## config.mk

```make
export PLATFORM = sky130hd
export DESIGN_NAME = ldc_regs
export DESIGN_NICKNAME = d
export VERILOG_FILES = /design/src/inc/ldc_pkg.sv /design/src/hdl/ldc_regs.sv /design/src/hdl/ldc_peak_target.sv
export SDC_FILE = /design/constraint.sdc
export NUM_CORES = 2
export LEC_CHECK = 0
export BUFFER_PORTS_ARGS = -buffer_cell sky130_fd_sc_hd__buf_2
export CORE_UTILIZATION = 50
export CTS_BUF_LIST = sky130_fd_sc_hd__clkbuf_4 sky130_fd_sc_hd__clkbuf_8
export DETAILED_ROUTE_END_ITERATION = 16
export HOLD_SLACK_MARGIN = 0.15
export PLACE_DENSITY = 0.68
export SLEW_MARGIN = 20
export SYNTH_ARGS = -nofsm -noshare
export SYNTH_HDL_FRONTEND = slang
export SYNTH_HIERARCHICAL = 1
export SYNTH_SLANG_ARGS = --single-unit
```

## constraint.sdc

```tcl
create_clock -name ref_clk -period 14.78 [get_ports ref_clk]
set_input_delay 1.478 -clock ref_clk [delete_from_list [all_inputs] [get_ports ref_clk]]
set_output_delay 1.478 -clock ref_clk [all_outputs]
set_load 0.01 [all_outputs]
```

## src/inc/ldc_pkg.sv

```systemverilog
// Package of constants and types for the LED drive configuration register bank.
package ldc_pkg;

    // ------------------------------------------------------------------
    // Register port and clock
    // ------------------------------------------------------------------
    localparam int ADDR_W        = 8;
    localparam int DATA_W        = 16;
    localparam int CLK_FREQ_MHZ  = 50;
    localparam int STEP_US       = 1;
    localparam int CYC_PER_STEP  = STEP_US * CLK_FREQ_MHZ;

    // ------------------------------------------------------------------
    // Register offsets
    // ------------------------------------------------------------------
    localparam logic [7:0] OFF_SLOT_A_DRIVER_SEL = 8'h14;
    localparam logic [7:0] OFF_LED3_DRIVE_CTL    = 8'h22;
    localparam logic [7:0] OFF_LED1_DRIVE_CTL    = 8'h23;
    localparam logic [7:0] OFF_LED2_DRIVE_CTL    = 8'h24;
    localparam logic [7:0] OFF_LED_FINE_TRIM     = 8'h25;
    localparam logic [7:0] OFF_SLOT_A_PULSE      = 8'h30;

    // ------------------------------------------------------------------
    // Field positions
    // ------------------------------------------------------------------
    localparam int POS_RATE_LO   = 4;
    localparam int POS_RATE_HI   = 6;
    localparam int POS_COARSE_LO = 0;
    localparam int POS_COARSE_HI = 3;
    localparam int POS_RSVD_ONE  = 12;
    localparam int POS_SCALE     = 13;
    localparam int POS_TRIM3_LO  = 11;
    localparam int POS_TRIM3_HI  = 15;
    localparam int POS_TRIM2_LO  = 6;
    localparam int POS_TRIM2_HI  = 10;
    localparam int POS_TRIM1_LO  = 0;
    localparam int POS_TRIM1_HI  = 4;
    localparam int POS_LEN_LO    = 8;
    localparam int POS_LEN_HI    = 12;
    localparam int POS_DELAY_LO  = 0;
    localparam int POS_DELAY_HI  = 7;
    localparam int POS_PICK_LO   = 0;
    localparam int POS_PICK_HI   = 1;

    // ------------------------------------------------------------------
    // Reset values
    // ------------------------------------------------------------------
    localparam logic [2:0] RST_RATE   = 3'h0;
    localparam logic [3:0] RST_COARSE = 4'h0;
    localparam logic       RST_SCALE  = 1'h1;
    localparam logic       RSVD_ONE   = 1'h1;
    localparam logic [4:0] RST_TRIM   = 5'hC;
    localparam logic [4:0] RST_LEN    = 5'h3;
    localparam logic [7:0] RST_DELAY  = 8'h20;
    localparam logic [1:0] RST_PICK   = 2'h1;

    // ------------------------------------------------------------------
    // Peak current terms in fixed point: coarse in 0.1 mA, fine in 0.001,
    // scale in 0.1; the product is in units of 0.00001 mA.
    // ------------------------------------------------------------------
    localparam int COARSE_BASE = 503;
    localparam int COARSE_STEP = 198;
    localparam int FINE_BASE   = 740;
    localparam int FINE_STEP   = 22;
    localparam int SCALE_BASE  = 1;
    localparam int SCALE_STEP  = 9;
    localparam int TARGET_W    = 26;
    localparam int DRV_COUNT   = 3;

    // ------------------------------------------------------------------
    // Types
    // ------------------------------------------------------------------
    typedef enum logic [1:0] {
        PICK_PULSE_CONNECT = 2'h0,
        PICK_DRV_ONE       = 2'h1,
        PICK_DRV_TWO       = 2'h2,
        PICK_DRV_THREE     = 2'h3
    } ldc_pick_t;

    typedef struct packed {
        logic [2:0] edge_rate;
        logic [3:0] coarse_level;
        logic       full_strength;
        logic [4:0] trim;
    } ldc_drv_cfg_t;

    typedef struct packed {
        logic [4:0]  pulse_len;
        logic [7:0]  pulse_delay;
        logic [10:0] pulse_len_cyc;
        logic [13:0] pulse_delay_cyc;
        logic [2:0]  emitter_sel;
        logic        pulse_connect;
    } ldc_slot_t;

endpackage

```

## src/hdl/ldc_regs.sv

```systemverilog
// LED drive configuration register bank with Time Slot A pulse shaping.
`timescale 1ns/100ps

module ldc_regs
    import ldc_pkg::*;
(
    // Clock and reset
    input  wire logic                ref_clk,
    input  wire logic                rst,
    // Register port from the serial host interface
    input  wire logic [ADDR_W-1:0]   reg_addr,
    input  wire logic                reg_wr,
    input  wire logic [DATA_W-1:0]   reg_wdata,
    input  wire logic                reg_rd,
    output      logic [DATA_W-1:0]   reg_rdata,
    output      logic                reg_rvalid,
    // Driver settings and peak targets
    output      ldc_drv_cfg_t        drv_cfg [DRV_COUNT],
    output      logic [TARGET_W-1:0] drv_peak_target [DRV_COUNT],
    // Time Slot A pulse shape
    output      ldc_slot_t           first_slot
);

    // ------------------------------------------------------------------
    // Storage
    // ------------------------------------------------------------------
    ldc_drv_cfg_t drv [DRV_COUNT];
    logic [4:0]   first_slot_pulse_len;
    logic [7:0]   first_slot_pulse_delay;
    ldc_pick_t    first_slot_driver_pick;
    logic [DATA_W-1:0] next_rdata;

    // Register map, all words 16 bits wide:
    //   slot A driver pick  - pick in the two low bits, reset to the first driver.
    //   third, first and second driver control words, in rising offset order -
    //     scale at bit 13, fixed one at bit 12, edge rate and coarse level below.
    //   shared trim word    - third, second and first driver trims, high to low.
    //   slot A pulse shape  - pulse length above, pulse delay in the low byte.
    // Every field but the fixed one at bit 12 is read-write; a write replaces all fields of its word at once,
    // so software that changes one field must read, merge and write back.

    // Builds the read image of one driver control word; reserved bits show fixed values.
    function automatic logic [DATA_W-1:0] drv_word(input ldc_drv_cfg_t d);
        logic [DATA_W-1:0] w;
        w = '0;
        w[POS_SCALE]                 = d.full_strength;
        w[POS_RSVD_ONE]              = RSVD_ONE;
        w[POS_RATE_HI:POS_RATE_LO]   = d.edge_rate;
        w[POS_COARSE_HI:POS_COARSE_LO] = d.coarse_level;
        return w;
    endfunction

    // Maps a register offset to a driver index; the index order is led1, led2, led3.
    function automatic int drv_index(input logic [ADDR_W-1:0] a);
        case (a)
            OFF_LED1_DRIVE_CTL: drv_index = 0;
            OFF_LED2_DRIVE_CTL: drv_index = 1;
            OFF_LED3_DRIVE_CTL: drv_index = 2;
            default:            drv_index = -1;
        endcase
    endfunction

    // Converts a microsecond count to reference clock cycles. The result is
    // cut to the target field at each call site; the field widths are chosen
    // so that the largest count of each field still fits.
    function automatic int us_to_cycles(input int us);
        return us * CYC_PER_STEP;
    endfunction

    // One-hot emitter select; pulse-connect lights no emitter at all.
    function automatic logic [2:0] emitter_onehot(input ldc_pick_t p);
        case (p)
            PICK_DRV_ONE:   emitter_onehot = 3'h1;
            PICK_DRV_TWO:   emitter_onehot = 3'h2;
            PICK_DRV_THREE: emitter_onehot = 3'h4;
            default:        emitter_onehot = 3'h0;
        endcase
    endfunction

    // ------------------------------------------------------------------
    // Driver control and trim registers
    // ------------------------------------------------------------------
    // Reserved bits are not stored, so a write that breaks the fixed pattern
    // cannot disturb the drivers; it simply reads back corrected.
    always_ff @(posedge ref_clk or posedge rst) begin
        if (rst) begin
            for (int i = 0; i < DRV_COUNT; i++) begin
                drv[i].edge_rate     <= RST_RATE;
                drv[i].coarse_level  <= RST_COARSE;
                drv[i].full_strength <= RST_SCALE;
                drv[i].trim          <= RST_TRIM;
            end
        end else if (reg_wr) begin
            for (int i = 0; i < DRV_COUNT; i++) begin
                if (drv_index(reg_addr) == i) begin
                    drv[i].edge_rate     <= reg_wdata[POS_RATE_HI:POS_RATE_LO];
                    drv[i].coarse_level  <= reg_wdata[POS_COARSE_HI:POS_COARSE_LO];
                    drv[i].full_strength <= reg_wdata[POS_SCALE];
                end
            end
            if (reg_addr == OFF_LED_FINE_TRIM) begin
                drv[0].trim <= reg_wdata[POS_TRIM1_HI:POS_TRIM1_LO];
                drv[1].trim <= reg_wdata[POS_TRIM2_HI:POS_TRIM2_LO];
                drv[2].trim <= reg_wdata[POS_TRIM3_HI:POS_TRIM3_LO];
            end
        end
    end

    // ------------------------------------------------------------------
    // Time Slot A registers
    // ------------------------------------------------------------------
    // Pulse length, pulse delay and driver pick.
    always_ff @(posedge ref_clk or posedge rst) begin
        if (rst) begin
            first_slot_pulse_len   <= RST_LEN;
            first_slot_pulse_delay <= RST_DELAY;
            first_slot_driver_pick <= ldc_pick_t'(RST_PICK);
        end else if (reg_wr) begin
            if (reg_addr == OFF_SLOT_A_PULSE) begin
                first_slot_pulse_len   <= reg_wdata[POS_LEN_HI:POS_LEN_LO];
                first_slot_pulse_delay <= reg_wdata[POS_DELAY_HI:POS_DELAY_LO];
            end
            if (reg_addr == OFF_SLOT_A_DRIVER_SEL) begin
                first_slot_driver_pick <= ldc_pick_t'(reg_wdata[POS_PICK_HI:POS_PICK_LO]);
            end
        end
    end

    // ------------------------------------------------------------------
    // Read path
    // ------------------------------------------------------------------
    // Unmapped offsets read as zero.
    // A read and a write in one cycle return the old word, since the read
    // image is captured from the stored fields before the write lands.
    always_comb begin
        next_rdata = '0;
        case (reg_addr)
            OFF_LED1_DRIVE_CTL: next_rdata = drv_word(drv[0]);
            OFF_LED2_DRIVE_CTL: next_rdata = drv_word(drv[1]);
            OFF_LED3_DRIVE_CTL: next_rdata = drv_word(drv[2]);
            OFF_LED_FINE_TRIM: begin
                next_rdata[POS_TRIM3_HI:POS_TRIM3_LO] = drv[2].trim;
                next_rdata[POS_TRIM2_HI:POS_TRIM2_LO] = drv[1].trim;
                next_rdata[POS_TRIM1_HI:POS_TRIM1_LO] = drv[0].trim;
            end
            OFF_SLOT_A_PULSE: begin
                next_rdata[POS_LEN_HI:POS_LEN_LO]     = first_slot_pulse_len;
                next_rdata[POS_DELAY_HI:POS_DELAY_LO] = first_slot_pulse_delay;
            end
            OFF_SLOT_A_DRIVER_SEL: next_rdata[POS_PICK_HI:POS_PICK_LO] = first_slot_driver_pick;
            default: next_rdata = '0;
        endcase
    end

    // Read data is registered and marked valid for one cycle.
    always_ff @(posedge ref_clk or posedge rst) begin
        if (rst) begin
            reg_rdata  <= '0;
            reg_rvalid <= 1'b0;
        end else begin
            reg_rvalid <= reg_rd;
            if (reg_rd) begin
                reg_rdata <= next_rdata;
            end
        end
    end

    // ------------------------------------------------------------------
    // Outputs toward drive and timing logic
    // ------------------------------------------------------------------
    // Settings are re-registered so every output comes from a flip-flop.
    always_ff @(posedge ref_clk or posedge rst) begin
        if (rst) begin
            for (int i = 0; i < DRV_COUNT; i++) begin
                drv_cfg[i] <= '{RST_RATE, RST_COARSE, RST_SCALE, RST_TRIM};
            end
        end else begin
            for (int i = 0; i < DRV_COUNT; i++) begin
                drv_cfg[i] <= drv[i];
            end
        end
    end

    // Slot A shape, with microsecond fields also given as clock-cycle counts.
    // The cycle counts spare the sequencer a multiplier of its own.
    always_ff @(posedge ref_clk or posedge rst) begin
        if (rst) begin
            first_slot <= '0;
        end else begin
            first_slot.pulse_len       <= first_slot_pulse_len;
            first_slot.pulse_delay     <= first_slot_pulse_delay;
            first_slot.pulse_len_cyc   <= 11'(us_to_cycles(int'(first_slot_pulse_len)));
            first_slot.pulse_delay_cyc <= 14'(us_to_cycles(int'(first_slot_pulse_delay)));
            first_slot.emitter_sel     <= emitter_onehot(first_slot_driver_pick);
            first_slot.pulse_connect <= (first_slot_driver_pick == PICK_PULSE_CONNECT);
        end
    end

    // ------------------------------------------------------------------
    // Peak target per driver
    // ------------------------------------------------------------------
    // One multiplier chain per driver. The product is registered inside each
    // instance, so the targets lag the register contents by one cycle, the
    // same as the settings outputs; consumers may pair them freely.
    for (genvar g = 0; g < DRV_COUNT; g++) begin : g_target
        ldc_peak_target u_target (
            .ref_clk     (ref_clk),
            .rst         (rst),
            .cfg         (drv[g]),
            .peak_target (drv_peak_target[g])
        );
    end

endmodule

```

## src/hdl/ldc_peak_target.sv

```systemverilog
// Peak target current computation for one LED driver.
`timescale 1ns/100ps

module ldc_peak_target
    import ldc_pkg::*;
(
    // Clock and reset
    input  wire logic                ref_clk,
    input  wire logic                rst,
    // Driver settings in, target current out in units of 0.00001 mA
    input  wire ldc_drv_cfg_t        cfg,
    output      logic [TARGET_W-1:0] peak_target
);

    logic [11:0] coarse_term;
    logic [10:0] fine_term;
    logic [3:0]  scale_term;

    // The three factors, each scaled to an integer so no divider is needed.
    assign coarse_term = 12'(COARSE_BASE + COARSE_STEP * int'(cfg.coarse_level));
    assign fine_term   = 11'(FINE_BASE + FINE_STEP * int'(cfg.trim));
    assign scale_term  = 4'(SCALE_BASE + SCALE_STEP * int'(cfg.full_strength));

    // Registered product; one cycle of latency behind a settings change.
    // Each term is widened first, so the product is never cut at the width of one term.
    always_ff @(posedge ref_clk or posedge rst) begin
        if (rst) begin
            peak_target <= '0;
        end else begin
            peak_target <= TARGET_W'(coarse_term) * TARGET_W'(fine_term) * TARGET_W'(scale_term);
        end
    end

endmodule

```

# After elaboration in Yosys (flattened, before gate mapping)
# Cells that the tools add are included.
word_totals:
  latch_bits: 0
  elab_cells: 91
  mem_bits_rw: 0
  out_inout_bits: 176
  mem_count: 0
  reg_bits: 228
  romBits: 0
op_classes:
  add_sub_neg: 9
  magnitude_cmp: 0
  reduce_logical: 8
  eq_ne: 11
  shift: 0
  div: 0
  multipliers: 17
  n_bitwise: 0
  muxes: 8
op_table:
  columns: ["op", "count"]
  rows:
  - ["case mux 32 bit (3 select lines)", 1]
  - ["multiplier 23 x 4 -> 26 bit", 3]
  - ["multiplier 12 x 11 -> 23 bit", 3]
  - ["equality test 8 x 6 -> 1 bit (second input constant)", 5]
  - ["adder 10 x 12 -> 12 bit (first input constant)", 3]
  - ["case mux 7 bit (5 select lines)", 1]
  - ["adder 11 bit (first input constant)", 3]
  - ["multiplier 7 x 4 -> 11 bit (first input constant)", 3]
  - ["equality test 32 x 2 -> 1 bit (second input constant)", 1]
  - ["equality test 32 x 3 -> 1 bit (second input constant)", 1]
  - ["zero test 32 bit", 1]
  - ["2-to-1 mux 32 bit", 1]
  - ["multiplier 4 x 5 -> 9 bit (first input constant)", 3]
  - ["case mux 3 bit (5 select lines)", 1]
  - ["multiplier 8 x 5 -> 13 bit (second input constant)", 1]
  - ["adder 2 x 4 -> 4 bit (first input constant)", 3]
  - ["multiplier 4 x 1 -> 4 bit (first input constant)", 3]
  - ["case mux 2 bit (6 select lines)", 1]
  - ["case mux 3 bit (4 select lines)", 1]
  - ["AND reduction 2 bit", 6]
  - ["multiplier 5 x 5 -> 10 bit (second input constant)", 1]
  - ["case mux 3 bit (3 select lines)", 1]
  - ["equality test 8 x 5 -> 1 bit (second input constant)", 1]
  - ["equality test 2 bit (second input constant)", 2]
  - ["other kinds (3)", 3]

# Logic depth before layout (Yosys ltp)
depth:
  depth_word: 5
  ltp_mapped: 43
  depth_no_buf: 43

# Modules after synthesis
# Netlist, hierarchy kept.
modules_own_cells:
  columns: ["mod", "cells_each", "instances", "area_each_um2"]
  rows:
  - ["ldc_peak_target at g_target[2].u_target", 919, 1, 8016.4]
  - ["ldc_peak_target at g_target[0].u_target", 924, 1, 7902.6]
  - ["ldc_peak_target at g_target[1].u_target", 920, 1, 7842.5]
  - ["ldc_regs", 432, 1, 6095.8]

# Worst setup path before layout
# OpenSTA, ideal clock, no wires.
synth_timing:
  path_type: "flip-flop to flip-flop"
  from: "reg drv[19] (netlist bit)"
  to: "reg g_target[1].u_target.peak_target[23]"
  n_path_buf: 2
  synth_period_minus_slack_ps: 9438
  path_stages_with_launch: 41
  arrival_ps: 9312
  setup_slack_ps: 5342
  required_time_ps: 14654
  setup_ps: 126
  path_cell_list: "dfrtp_1 -> clkbuf_1 -> inv_1 -> ha_1 -> clkbuf_1 -> o21ai_0 -> nor3b_1 -> nor3b_1 -> a21oi_1 -> xor2_1 -> nand2_1 -> fa_1 -> inv_1 -> fa_1 -> inv_1 -> fa_1 -> inv_1 -> fa_1 -> (+5 left out) -> and3_1 -> or3_1 -> a21oi_1 -> xnor2_1 -> and2_1 -> ha_1 -> inv_1 -> fa_1 -> inv_1 -> ha_1 -> a21o_1 -> a21oi_1 -> nor2_1 -> a21oi_1 -> a31oi_1 -> o21ai_0 -> mux2i_1 -> nand2_1"
synth_via:
  elab_chain_len: 4
synth_rtl:
  columns: ["item", "line", "text"]
  rows:
  - ["from (decl)", "ldc_regs.sv:27", "ldc_drv_cfg_t drv [DRV_COUNT];"]
  - ["multiplier 7 x 4 -> 11 bit", "ldc_peak_target.sv:20", "assign coarse_term = 12'(COARSE_BASE + COARSE_STEP * int'(cfg.coarse_level));"]
  - ["adder 10 x 12 -> 12 bit", "ldc_peak_target.sv:20", null]
  - ["multiplier 12 x 11 -> 23 bit", "ldc_peak_target.sv:30", "peak_target <= TARGET_W'(coarse_term) * TARGET_W'(fine_term) * TARGET_W'(scale_term);"]
  - ["multiplier 23 x 4 -> 26 bit", "ldc_peak_target.sv:30", null]
  - ["to (signal assigned)", "ldc_peak_target.sv:30", null]
  - ["to (decl)", "ldc_peak_target.sv:12", "output logic [TARGET_W-1:0] peak_target"]
# No other way between the ends.
# A chain may end at the register's enable or synchronous reset.

# Worst setup path after layout
layout_timing:
  from: "reg drv[0] (netlist bit)"
  to: "reg g_target[2].u_target.peak_target[23]"
layout_via:
  elab_chain_len: 4
layout_rtl:
  columns: ["item", "line", "text"]
  rows:
  - ["multiplier 4 x 5 -> 9 bit", "ldc_peak_target.sv:21", "assign fine_term = 11'(FINE_BASE + FINE_STEP * int'(cfg.trim));"]
  - ["adder 11 bit", "ldc_peak_target.sv:21", null]
  - ["multiplier 12 x 11 -> 23 bit", "ldc_peak_target.sv:30", null]
  - ["multiplier 23 x 4 -> 26 bit", "ldc_peak_target.sv:30", null]
  - ["to (signal assigned)", "ldc_peak_target.sv:30", null]
  - ["to (decl)", "ldc_peak_target.sv:12", null]
# No other way between the ends.

==> summary by stage <==
Run status
The flow ran to the end, and the final reports show no timing, DRC or antenna violations.

Die
The number of rows in the core area is 89. The initial standard-cell utilization of the core is 0.506. The overall die area is 60700 µm². The die height is 246 µm. The core area is 59000 µm². 204 I/O pins were placed. In this run the horizontal extent of the chip is 246 µm.

Timing
The tightest hold margin is 0.400 ns. Once routing completed, OpenROAD measured the worst setup slack at 4.23 ns. Summed over all failing endpoints, the final setup total negative slack is 0 ns.

The worst pin sits at a relative slew slack of 0.266. The final max-slew violation count is 0. The shortest period the worst path allows is 10.55 ns. The number of hold violations in the final report is 0. For the final database, setup skew stands at 0.0234 ns. Setup violations remaining at the end of the flow were counted as 0. Setup repair after global routing left no endpoint under its margin. In the finished design, the share of the clock period the worst path needs comes to 0.714. Based on the critical path, the design can be clocked at up to 94.8 MHz. The actual transition at the worst max-transition pin is 1.10 ns.

Clock tree
The maximum count of clock buffers along a single path is 3. The clock slew at the register clock pins of the worst setup and hold paths is 0.06 ns. The H-tree depth is 2. The tree is rooted in a clkbuf_8.

The clock buffer count from CTS is 42. TritonCTS built the clock tree. The later pin in the worst-skew pair is clocked with a latency of 0.64 ns. The tree built by TritonCTS fans out to 219 sinks.

The number of setup buffers added after CTS is 0. Post-CTS repair changed the size of 0 cells. The quantity of hold-fixing buffers added after cts is 0.

Yosys
The share of the yosys chip area belonging to registers is 0.184. The cell area after technology mapping is 29900 µm². The number of warnings issued by yosys is 6. The number of cells produced by synthesis is 3195. The register bit count reported by yosys is 219. Yosys mapped a number of flops with a built-in enable equal to 0. The main flop type after synthesis is dfrtp_1.

The async set or reset register ratio after synthesis is 1.00. The number of distinct library cells after synthesis is 114. In this run the mean area of a mapped cell was 9.35 µm².

Final layout
Compared with the post-synthesis result, the final layout area differs by 9.12%. The layout has 5424 filler cells. The sequential cell area is 5510 µm². In the final layout, the share of cells above drive strength 1 is 0.133. The area of the multi-input gates is 21700 µm². After the last flow step, the layout net total stands at 4167.

Placement
Input and output buffers added on the ports amount to 198. The last weighted congestion value of the routability-driven placer is 0.868. The minimum setup slack after placement is 4.31 ns. Detailed placement ended at an HPWL of 52000 µm.

GRT
The wire length of the first global-routing pass is 107000 µm. The via count of the first global-routing pass is 21906. The maximum number of pins on one net before global-route repair is 101. The number of antenna violations at the first check in global routing is 6. The remaining global-route overflow is 0. The global-route total usage across every layer is 0.217.

Detailed routing
The first detailed-routing pass took 5 iterations. Dividing the detail-routed wire length by the instance count gives 15.3 µm. The remaining routing DRC violations is 0. The detail-routed via count per cell is 5.18.

Detailed routing inserted a total of 21699 vias. The count of nets left with antenna violations once routing finished came out at 0. The post-detailed-routing wire length is 64000 µm. The starting DRC count in detailed routing is 1073.

Setup path
The required time reported for the critical path endpoint is 15.31 ns. The worst setup path is launched from a flip-flop. The cell type with the highest occurrence count on the critical path is fa_1.

Together, buffers and inverters on the worst path number 5. On the critical path, the stage with the largest delay is an instance of a21boi_1. The largest fanout of any net on the critical path is 18. The delay contributed by the slowest stage of the critical path is 0.88 ns. The worst setup path is captured at a flip-flop. The critical path's top delay family is adder cells. The worst setup path is of the flip-flop to flip-flop kind. The endpoint arrival time on the critical path is 11.08 ns.

Run
Max-cap violations in this run came to 0.

Worst hold path
In this run the worst hold path is classified as flip-flop to flip-flop.
## Yosys cell counts (6+ instances only)
cell type | n | share of area
nand2b_1 | 61 | 0.013
buf_2 | 11 | 0.0018
nor2b_1 | 55 | 0.012
mux2_4 | 10 | 0.0050
dfrtp_1 | 197 | 0.17
and4_1 | 7 | 0.0021
o211ai_1 | 12 | 0.0030
o21bai_1 | 11 | 0.0028
a31oi_1 | 17 | 0.0036
a211oi_1 | 11 | 0.0028
and3_1 | 10 | 0.0021
nor3_1 | 26 | 0.0044
inv_1 | 618 | 0.078
or2_2 | 21 | 0.0044
o21ai_1 | 10 | 0.0017
dfstp_2 | 22 | 0.019
buf_4 | 11 | 0.0028
xor2_1 | 67 | 0.020
xor2_2 | 8 | 0.0044
mux2_2 | 45 | 0.017
xnor2_1 | 125 | 0.037
nand2_1 | 237 | 0.030
nand4_1 | 8 | 0.0017
ha_1 | 453 | 0.19
a21oi_1 | 127 | 0.021
fa_1 | 304 | 0.20
nor2_1 | 192 | 0.024
clkbuf_1 | 38 | 0.0048
clkinv_1 | 6 | 0.00075
mux2i_1 | 12 | 0.0040
a21o_1 | 50 | 0.013
nand3_1 | 30 | 0.0050
o31ai_1 | 9 | 0.0023
and2_1 | 114 | 0.024
a221oi_1 | 6 | 0.0018
nand3b_1 | 9 | 0.0023
o21a_1 | 22 | 0.0055
xnor2_2 | 8 | 0.0044
o21ai_0 | 58 | 0.0097
a22oi_1 | 14 | 0.0035
## sequential cells by signal (all words and copies together) (netlist names)
| register | cells |
|---|---|
| drv | 39 |
| first_slot | 34 |
| g_target.u_target/peak_target | 75 |
| first_slot_driver_pick | 2 |
| first_slot_pulse_delay | 8 |
| first_slot_pulse_len | 5 |
| reg_rdata | 16 |
| drv_cfg | 39 |
| reg_rvalid | 1 |
## routing by layer
layer / wire length [µm] / part of all wire / track usage
met1: 27600 / 0.43 / 0.277
met2: 31800 / 0.50 / 0.373
met3: 2740 / 0.043 / 0.0340
met4: 1690 / 0.026 / 0.0710
met5: 41 / 0.00064 / 0
## final cells by class
| cell class | instances | area share |
|---|---|---|
| diodes | 3 | 0.000230 |
| clock buffers | 63 | 0.0233 |
| clock inverters | 15 | 0.00695 |
| inverters | 628 | 0.0725 |
| multi-input cells | 2288 | 0.667 |
| flip-flops and latches | 219 | 0.169 |
| well taps | 773 | 0.0297 |
| repair buffers | 203 | 0.0316 |
## through the flow
stage	instances	area [µm²]	util
floorplan	3196	29900	-
global placement	4111	31600	0.535
detailed placement	4111	31600	0.535
CTS	4189	32600	0.552
global route	4192	32600	0.552
finish	4192	32600	0.552
## path summary, 6_finish.rpt
kind / start / endpoint / slack (ns) / depth (start not counted)
hold / removal: drv[36] / drv_cfg[36] / 0.40 / 0
max in group asynchronous: rst / drv_cfg[18] / 12.55 / 3
setup reg to reg: drv[0] / g_target[2].u_target/peak_target[23] / 4.23 / 34
min in group asynchronous: rst / g_target[1].u_target/peak_target[5] / 1.07 / 2
hold reg to reg: drv[36] / drv_cfg[36] / 0.40 / 0
setup / recovery: drv[0] / g_target[2].u_target/peak_target[23] / 4.23 / 34
## cell usage in the layout (no fill, tap or decap), types with 55 or more instances in the layout
master	instances
a21oi_1	127
inv_1	616
nor2b_1	55
dfrtp_1	197
xor2_1	65
nand2b_1	61
fa_1	304
ha_1	453
buf_2	198
and2_1	114
o21ai_0	58
xnor2_1	125
nor2_1	192
nand2_1	237
## logic make-up (layout without fill, tap and decap cells)
logic type      Yosys count  count (layout)  share of synthesized area
compound gates          429             429                      0.100
xor+xnor                210             210                     0.0668
flops                   219             219                      0.184
mux                      67              67                     0.0260
buf+inv                 689             909                     0.0887
simple gates            820             820                      0.139
other cells               4               8                   0.000503
fa+ha+maj               757             757                      0.394
Power is not shown: default switching activity piles up to over one toggle a cycle in this logic, so the estimate is an artifact.
